[src/hw/cida_pkg.sv]
package cida_pkg;
   // host-side I/O addresses of the pointer/window pair
   localparam logic [15:0] CIDA_BASE_LOW     = 16'h002e;
   localparam logic [15:0] CIDA_BASE_HIGH    = 16'h004e;
   localparam logic [15:0] CIDA_WINDOW_OFF   = 16'h0001;
   localparam logic [7:0]  CIDA_POINTER_RST  = 8'h00;
   // unbanked indexes
   localparam logic [7:0]  CIDA_IDX_BANKSEL  = 8'h07;
   localparam logic [7:0]  CIDA_IDX_GLB_LO   = 8'h20;
   localparam logic [7:0]  CIDA_IDX_GLB_HI   = 8'h2f;
   // banked indexes
   localparam logic [7:0]  CIDA_IDX_BANKED   = 8'h30;
   localparam logic [7:0]  CIDA_IDX_ACTIVATE = 8'h30;
   localparam logic [7:0]  CIDA_IDX_IOB0H    = 8'h60;
   localparam logic [7:0]  CIDA_IDX_IOB1L    = 8'h63;
   localparam logic [7:0]  CIDA_IDX_IRQNUM   = 8'h70;
   localparam logic [7:0]  CIDA_IDX_IRQTYPE  = 8'h71;
   localparam logic [7:0]  CIDA_IDX_DMA0     = 8'h74;
   localparam logic [7:0]  CIDA_IDX_DMA1     = 8'h75;
   localparam logic [7:0]  CIDA_IDX_VEND_LO  = 8'hf0;
   localparam logic [7:0]  CIDA_IDX_VEND_HI  = 8'hfe;
   // field masks (reserved bits read zero)
   localparam logic [7:0]  CIDA_ACTIVATE_MSK = 8'h01;
   localparam logic [7:0]  CIDA_IRQNUM_MSK   = 8'h1f;
   localparam logic [7:0]  CIDA_IRQTYPE_MSK  = 8'h03;
   localparam logic [7:0]  CIDA_DMA_MSK      = 8'h07;
   localparam logic [7:0]  CIDA_DMA_NONE     = 8'h04;
   localparam logic [7:0]  CIDA_UNIMPL_VAL   = 8'h00;
   localparam logic [7:0]  CIDA_BANKSEL_RST  = 8'h00;
   localparam int          CIDA_NUM_BANKS    = 13;
   localparam logic [7:0]  CIDA_LAST_BANK    = 8'h0c;
   // per-bank storage: 16 slots of one byte per bank
   localparam int          CIDA_SLOT_W       = 4;
   localparam int          CIDA_MEM_AW       = 8;
   localparam int          CIDA_GLB_AW       = 4;
   localparam logic [3:0]  CIDA_SLOT_ACT     = 4'h0;
   localparam logic [3:0]  CIDA_SLOT_IOB     = 4'h1;
   localparam logic [3:0]  CIDA_SLOT_IRQN    = 4'h5;
   localparam logic [3:0]  CIDA_SLOT_IRQT    = 4'h6;
   localparam logic [3:0]  CIDA_SLOT_DMA0    = 4'h7;
   localparam logic [3:0]  CIDA_SLOT_DMA1    = 4'h8;
   localparam logic [3:0]  CIDA_SLOT_VEND    = 4'h9;
   localparam logic [7:0]  CIDA_VEND_SPAN    = 8'h07;
endpackage

[src/hw/cida_bank_ram.sv]
`timescale 1ns/1ps
module cida_bank_ram
   import cida_pkg::*;
(
   // clocking
   input  wire logic                   clk,
   input  wire logic                   ce,
   // write side
   input  wire logic                   wrEn,
   input  wire logic [CIDA_MEM_AW-1:0] wrAddr,
   input  wire logic [7:0]             wrData,
   // read side, data one cycle after address
   input  wire logic [CIDA_MEM_AW-1:0] rdAddr,
   output logic      [7:0]             rdData
);
   logic [7:0] mem [0:(1<<CIDA_MEM_AW)-1];

   // no reset: contents are defined by the shadow valid bits upstream
   always_ff @(posedge clk) begin
      if (ce) begin
         if (wrEn) begin
            mem[wrAddr] <= wrData;
         end
         rdData <= mem[rdAddr];
      end
   end
endmodule // cida_bank_ram

[src/hw/cida_config_access.sv]
`timescale 1ns/1ps
// How it works
// - strap picks pointer/window pair at 2Eh/2Fh or 4Eh/4Fh.
// - eight-bit pointer register at base plus zero, read and write.
// - pointer reads back last written value, 00h after reset.
// - window port stores nothing; forwards to register pointed at.
// - pointer 30h and above reaches selected bank's register.
// - registers below 30h are one shared unbanked copy.
// - thirteen separate per-device register banks.
// - bank numbers 00h to 0Ch, one per functional block.
// - writes to nonexistent registers change nothing.
// - unimplemented reads give 00h; 74h and 75h give 04h.
// - accesses accepted right after reset, no unlock.
// - only eight-bit I/O reads and writes handled.
// - of banked registers only activate bits driven out to blocks, on devEnable; I/O base, IRQ and DMA settings stay internal.
// - bank number register at index 07h; other values reserved.
// - activate register at 30h, bit 0 enables the device.
// - reserved bits read as zero.
module cida_config_access
   import cida_pkg::*;
(
   // clocking
   input  wire logic                      clk,
   input  wire logic                      rst,
   input  wire logic                      ce,
   // strap pin
   input  wire logic                      baseSelectStrap,
   // internal bus from the bridge
   input  wire logic                      ioWrite,
   input  wire logic                      ioRead,
   input  wire logic [15:0]               ioAddr,
   input  wire logic [7:0]                ioWrData,
   output logic      [7:0]                ioRdData,
   output logic                           ioRdValid,
   output logic                           ioHit,
   // per-block controls
   output logic      [CIDA_NUM_BANKS-1:0] devEnable,
   output logic      [7:0]                globalCfg [16],
   output logic      [7:0]                bankSelectNumber
);
   logic       strapMeta_q, strapSync_q, baseHigh_q, baseHigh_d;
   logic [7:0] pointer_q, pointer_d, bankSel_q, bankSel_d;
   logic [7:0] glb_q [16];
   logic [7:0] glb_d [16];
   logic [CIDA_NUM_BANKS-1:0] act_q, act_d;
   logic [7:0] rdData_q, rdData_d, rdFix_q, rdFix_d;
   logic       rdPend_q, rdPend_d, rdFromRam_q, rdFromRam_d;
   logic [15:0] base;
   logic       hitPtr, hitWin, bankOk, inBank;
   logic [3:0] slot;
   logic [7:0] slotMsk, ramData;
   logic       ramWr;
   logic [CIDA_MEM_AW-1:0] ramAddr;
   // shadow valid bits: ram slots read 00h (or 04h) until first written
   logic [CIDA_NUM_BANKS*16-1:0] slotVal_q, slotVal_d;

   // strap sync before use
   always_ff @(posedge clk) begin
      if (ce) begin
         strapMeta_q <= baseSelectStrap;
         strapSync_q <= strapMeta_q;
      end
   end

   always_comb begin
      baseHigh_d = baseHigh_q;
      if (rst) begin
         baseHigh_d = strapSync_q;
      end
   end
   always_ff @(posedge clk) begin
      if (ce) begin
         baseHigh_q <= baseHigh_d;
      end
   end

   assign base   = baseHigh_q ? CIDA_BASE_HIGH : CIDA_BASE_LOW;
   assign hitPtr = (ioAddr == base);
   assign hitWin = (ioAddr == (base + CIDA_WINDOW_OFF));
   assign ioHit  = (hitPtr || hitWin) && !rst;
   assign bankOk = (bankSel_q <= CIDA_LAST_BANK);
   assign inBank = (pointer_q >= CIDA_IDX_BANKED) && bankOk;

   // map banked index to storage slot and field mask
   always_comb begin
      slot    = CIDA_SLOT_ACT;
      slotMsk = 8'h00;
      if (pointer_q == CIDA_IDX_ACTIVATE) begin
         slotMsk = CIDA_ACTIVATE_MSK;
      end else if (pointer_q >= CIDA_IDX_IOB0H && pointer_q <= CIDA_IDX_IOB1L) begin
         slot    = CIDA_SLOT_IOB + pointer_q[3:0];
         slotMsk = 8'hff;
      end else if (pointer_q == CIDA_IDX_IRQNUM) begin
         slot    = CIDA_SLOT_IRQN;
         slotMsk = CIDA_IRQNUM_MSK;
      end else if (pointer_q == CIDA_IDX_IRQTYPE) begin
         slot    = CIDA_SLOT_IRQT;
         slotMsk = CIDA_IRQTYPE_MSK;
      end else if (pointer_q == CIDA_IDX_DMA0) begin
         slot    = CIDA_SLOT_DMA0;
         slotMsk = CIDA_DMA_MSK;
      end else if (pointer_q == CIDA_IDX_DMA1) begin
         slot    = CIDA_SLOT_DMA1;
         slotMsk = CIDA_DMA_MSK;
      end else if (pointer_q >= CIDA_IDX_VEND_LO
                   && pointer_q <= CIDA_IDX_VEND_LO + CIDA_VEND_SPAN) begin
         slot    = CIDA_SLOT_VEND + pointer_q[3:0];
         slotMsk = 8'hff;
      end
   end

   assign ramAddr = {bankSel_q[3:0], slot};
   assign ramWr   = ce && !rst && ioWrite && hitWin && inBank && (slotMsk != 8'h00)
                    && (pointer_q != CIDA_IDX_ACTIVATE);

   cida_bank_ram uBankRam (
      .clk    (clk),
      .ce     (ce),
      .wrEn   (ramWr),
      .wrAddr (ramAddr),
      .wrData (ioWrData & slotMsk),
      .rdAddr (ramAddr),
      .rdData (ramData)
   );

   always_comb begin
      pointer_d   = pointer_q;
      bankSel_d   = bankSel_q;
      glb_d       = glb_q;
      act_d       = act_q;
      slotVal_d   = slotVal_q;
      rdPend_d    = 1'b0;
      rdFromRam_d = 1'b0;
      rdFix_d     = CIDA_UNIMPL_VAL;
      rdData_d    = rdData_q;
      if (rst) begin
         pointer_d = CIDA_POINTER_RST;
         bankSel_d = CIDA_BANKSEL_RST;
         act_d     = '0;
         slotVal_d = '0;
         for (int i = 0; i < 16; i++) begin
            glb_d[i] = 8'h00;
         end
      end else begin
         if (ioWrite && hitPtr) begin
            pointer_d = ioWrData;
         end else if (ioWrite && hitWin) begin
            if (pointer_q == CIDA_IDX_BANKSEL) begin
               bankSel_d = ioWrData;
            end else if (pointer_q >= CIDA_IDX_GLB_LO && pointer_q <= CIDA_IDX_GLB_HI) begin
               glb_d[pointer_q[3:0]] = ioWrData;
            end else if (inBank && pointer_q == CIDA_IDX_ACTIVATE) begin
               act_d[bankSel_q[3:0]] = ioWrData[0];
            end else if (ramWr) begin
               slotVal_d[ramAddr] = 1'b1;
            end
         end
         if (ioRead && hitPtr) begin
            rdPend_d = 1'b1;
            rdFix_d  = pointer_q;
         end else if (ioRead && hitWin) begin
            rdPend_d = 1'b1;
            if (pointer_q == CIDA_IDX_BANKSEL) begin
               rdFix_d = bankSel_q;
            end else if (pointer_q >= CIDA_IDX_GLB_LO && pointer_q <= CIDA_IDX_GLB_HI) begin
               rdFix_d = glb_q[pointer_q[3:0]];
            end else if (inBank && pointer_q == CIDA_IDX_ACTIVATE) begin
               rdFix_d = {7'h00, act_q[bankSel_q[3:0]]};
            end else if (inBank && slotMsk != 8'h00 && slotVal_q[ramAddr]) begin
               rdFromRam_d = 1'b1;
            end else if (pointer_q == CIDA_IDX_DMA0 || pointer_q == CIDA_IDX_DMA1) begin
               rdFix_d = CIDA_DMA_NONE;
            end else begin
               rdFix_d = CIDA_UNIMPL_VAL;
            end
         end
         if (rdPend_q) begin
            rdData_d = rdFromRam_q ? ramData : rdFix_q;
         end
      end
   end

   always_ff @(posedge clk) begin
      if (ce) begin
         pointer_q   <= pointer_d;
         bankSel_q   <= bankSel_d;
         glb_q       <= glb_d;
         act_q       <= act_d;
         slotVal_q   <= slotVal_d;
         rdPend_q    <= rdPend_d;
         rdFromRam_q <= rdFromRam_d;
         rdFix_q     <= rdFix_d;
         rdData_q    <= rdData_d;
         ioRdValid   <= rdPend_q && !rst;
      end
      if (rst) begin
         ioRdValid <= 1'b0;
         rdPend_q  <= 1'b0;
         rdData_q  <= 8'h00;
      end
   end

   assign ioRdData = rdData_q;
   assign devEnable        = act_q;
   assign globalCfg        = glb_q;
   assign bankSelectNumber = bankSel_q;
endmodule // cida_config_access

[config.mk]
export PLATFORM = sky130hd
export DESIGN_NAME = cida_config_access
export DESIGN_NICKNAME = d
export VERILOG_FILES = /design/src/hw/cida_pkg.sv /design/src/hw/cida_bank_ram.sv /design/src/hw/cida_config_access.sv
export SDC_FILE = /design/constraint.sdc
export NUM_CORES = 2
export LEC_CHECK = 0
export BUFFER_PORTS_ARGS = -buffer_cell sky130_fd_sc_hd__buf_2
export CAP_MARGIN = 10
export CORE_ASPECT_RATIO = 1.4
export CORE_MARGIN = 2
export CORE_UTILIZATION = 60
export DETAILED_ROUTE_END_ITERATION = 8
export PLACE_DENSITY = 0.77
export SYNTH_ARGS = -nofsm -noshare
export SYNTH_HDL_FRONTEND = slang
export SYNTH_SLANG_ARGS = --single-unit
[constraint.sdc]
create_clock -name clk -period 29.3 [get_ports clk]
set_input_delay 4.395 -clock clk [delete_from_list [all_inputs] [get_ports clk]]
set_output_delay 4.395 -clock clk [all_outputs]
set_load 0.02 [all_outputs]
==> results.py <==
metrics = {
    "status": {
        "status": "finished clean",
    },
    "drt": {
        "totalWireLength_um": 285100,
        "num_vias": 64590,
        "drtIter0Drc": 10650,
        "first_pass_iters": 9,
        "drcViolationCount": 0,
        "post_drt_wl_per_cell_um": 29.25,
        "ant_nets": 0,
        "vias_per_cell": 6.625,
    },
    "synthesis": {
        "syn_inst": 6920,
        "avgSynthCellArea_um2": 14.61,
        "synth-main-ff-cell": "edfxtp_1",
        "synth_edf_count": 2433,
        "netlist_area_mm2": 0.1011,
        "seq_area_frac_synth_pct": 72.45,
        "synthArstFlopShare_pct": 0,
        "synth.distinct_cells": 79,
        "ys_warn_count": 0,
        "synth-seq-cells": 2443,
    },
    "worst_setup_path": {
        "critPathCaptureType": "primary output",
        "startpoint_type": "input pin",
        "r2r_end": "uBankRam.rdData[6]$_DFFE_PP_",
        "r2r_slack_ns": 21.63,
        "path_max_fanout": 2,
        "reg2regPathDepth": 17,
        "r2r-start": "pointer_q[0]$_SDFFCE_PP0P_",
        "path_class": "input pin to primary output",
        "required_ns": 24.90,
        "arrival_ns": 6.02,
    },
    "sta": {
        "skew_ns": 0.05367,
        "max_slew_margin_pct": 8.504,
        "slew_viol_final": 0,
        "fmax_mhz": 95.97,
        "tns_ns": 0,
        "layout_min_cycle_time_ns": 10.42,
        "tightest_slew_ns": 1.358,
        "rsz0062_at_grt": "no",
        "finalSetupViolCount": 0,
        "worst_hold_slack_ns": 0.4258,
        "min_period_over_period_pct": 35.56,
        "hold_violations": 0,
        "setup_ws_ns": 18.88,
    },
    "clock_tree": {
        "cts.clk_slew.worst_paths_ns": 0.07,
        "post_cts_buffers": 0,
        "cts_hold_buf": 0,
        "root_buffer": "clkbuf_16",
        "h-tree-depth": 4,
        "cts_buffers": 205,
        "cts_tree": "done",
        "ctsResizeCount": 0,
        "cts.sinks": 2443,
        "clk_path_buf_depth": 3,
        "insertion_delay_ns": 0.89,
    },
    "floorplanning": {
        "start_util_pct": 60.30,
        "dieHeight_um": 489.7,
        "core_area_mm2": 0.1677,
        "ios": 189,
        "core.rowCount": 178,
        "die-area_mm2": 0.1719,
        "die_x_um": 351.0,
    },
    "global_route": {
        "grt_pass1_wl_um": 411400,
        "antenna_found_initial": 9,
        "overflow": 0,
        "first_global_vias": 62840,
        "grt_max_degree": 186,
        "grt_use_total_pct": 33.03,
    },
    "placement": {
        "dp_hpwl_um": 167200,
        "dp_slack_ns": 19.00,
        "portBuffers": 188,
        "gp_congestion": 0.9407,
    },
    "worst_hold_path": {
        "holdCritPathClass": "flip-flop to flip-flop",
        "hp-start": "strapSync_q$_DFFE_PP_",
        "hold_depth": 0,
        "min_to": "baseHigh_q$_DFFE_PP_",
    },
    "final_layout": {
        "drive_gt1_share_pct": 13.21,
        "mostFrequentLayoutCell": "edfxtp_1",
        "layout_common_cells": "2433 x edfxtp_1, 1328 x nand2_1, 606 x nand3_1",
        "nNetsFinal": 7352,
        "area_growth_pct": 10.42,
    },
    "power_and_ir_drop": {
        "peakVddDrop_mv": 0.04804,
        "leakagePower_nw": 39.94,
        "power_density_mw_per_mm2": 62.28,
    },
    "run": {
        "cap_violations": 0,
    },
}
-- area by class of cell --
| class | count | area, um2 |
|---|---|---|
| Multi-Input combinational cell | 4335 | 26640 |
| Fill cell | 11110 | 56050 |
| Sequential cell | 2443 | 73260 |
| Antenna cell | 5 | 12.51 |
| Inverter | 7 | 26.28 |
| Timing Repair Buffer | 326 | 2122 |
| Clock buffer | 249 | 5346 |
| Clock inverter | 134 | 1438 |
| Tap cell | 2250 | 2815 |
-- sequential cells by signal (all words and copies together) (netlist names), 13 cells and up --
register	flops
globalCfg	128
uBankRam.mem	2048
devEnable	13
slotVal_q	208
-- cell usage after synthesis, types with 95 or more instances --
cell type     n  share of area, %
mux4_2      285               6.3
a22oi_1     120              0.89
mux2i_1      99              0.98
edfxtp_1   2433                72
a21oi_1     367               1.8
nand2_1    1344               5.0
clkbuf_1    260              0.97
buf_2       101              0.50
and3_1       95              0.59
nand3_1     606               3.0
a311oi_1    104              0.90
nor2_1      532               2.0
-- how the worst max path moves through the flow --
stage                    start                    endpoint  slack (ns)  cells past startpoint
global placement    ioAddr[11]                       ioHit       18.85                      6
global route        ioAddr[11]                       ioHit       18.83                      6
CTS                 ioAddr[11]                       ioHit       19.00                      6
detailed placement  ioAddr[11]                       ioHit       19.00                      6
floorplan           ioAddr[11]  globalCfg[0]$_SDFFCE_PP0P_       16.64                      6
finish              ioAddr[11]                       ioHit       18.88                      6
-- routing by layer --
metal  track usage, %  vias to the layer above  part of all wire (%)
met1            40.07                    31370                    32
li1                 -                    26700                     -
met2            51.81                     5362                    47
met3            7.946                     1139                    13
met4            24.55                       12                   8.7
met5                0                        -                 0.023
-- metrics by stage --
stage / total power (W) / util, % / instance area (um2) / instances
2_1_floorplan: 0.004139 / - / 102600 / 7303
3_3_place_gp: 0.004232 / 62.52 / 104800 / 9359
3_5_place_dp: 0.004239 / 62.52 / 104800 / 9359
4_1_cts: 0.006946 / 66.56 / 111600 / 9742
5_1_grt: 0.007097 / 66.57 / 111600 / 9745
6_report: 0.006954 / 66.58 / 111700 / 9749
-- critical path, stage by stage --
cell,delay [ns]
buf_2,0.10
or4b_1,0.50
nor4_1,0.18
nand4_1,0.35
nor3_1,0.29
buf_2,0.20
-- where the power goes --
group | internal [W] | total (W) | switching [W]
Sequential | 0.00386 | 0.00388 | 0.0000187
Clock | 0.00151 | 0.00278 | 0.00127
Combinational | 0.0000795 | 0.000298 | 0.000219
-- cells by family after synthesis --
| kind of cell | count (synthesis) | synth area share [%] |
|---|---|---|
| flops | 2443 | 72.45 |
| simple gates | 2671 | 11.18 |
| fa+ha+maj | 4 | 0.04949 |
| xor+xnor | 1 | 0.008663 |
| mux | 401 | 7.769 |
| buf+inv | 525 | 2.873 |
| other cells | 1 | 0.003708 |
| compound gates | 874 | 5.671 |
Note: power is estimated with default switching activity, not from simulation.
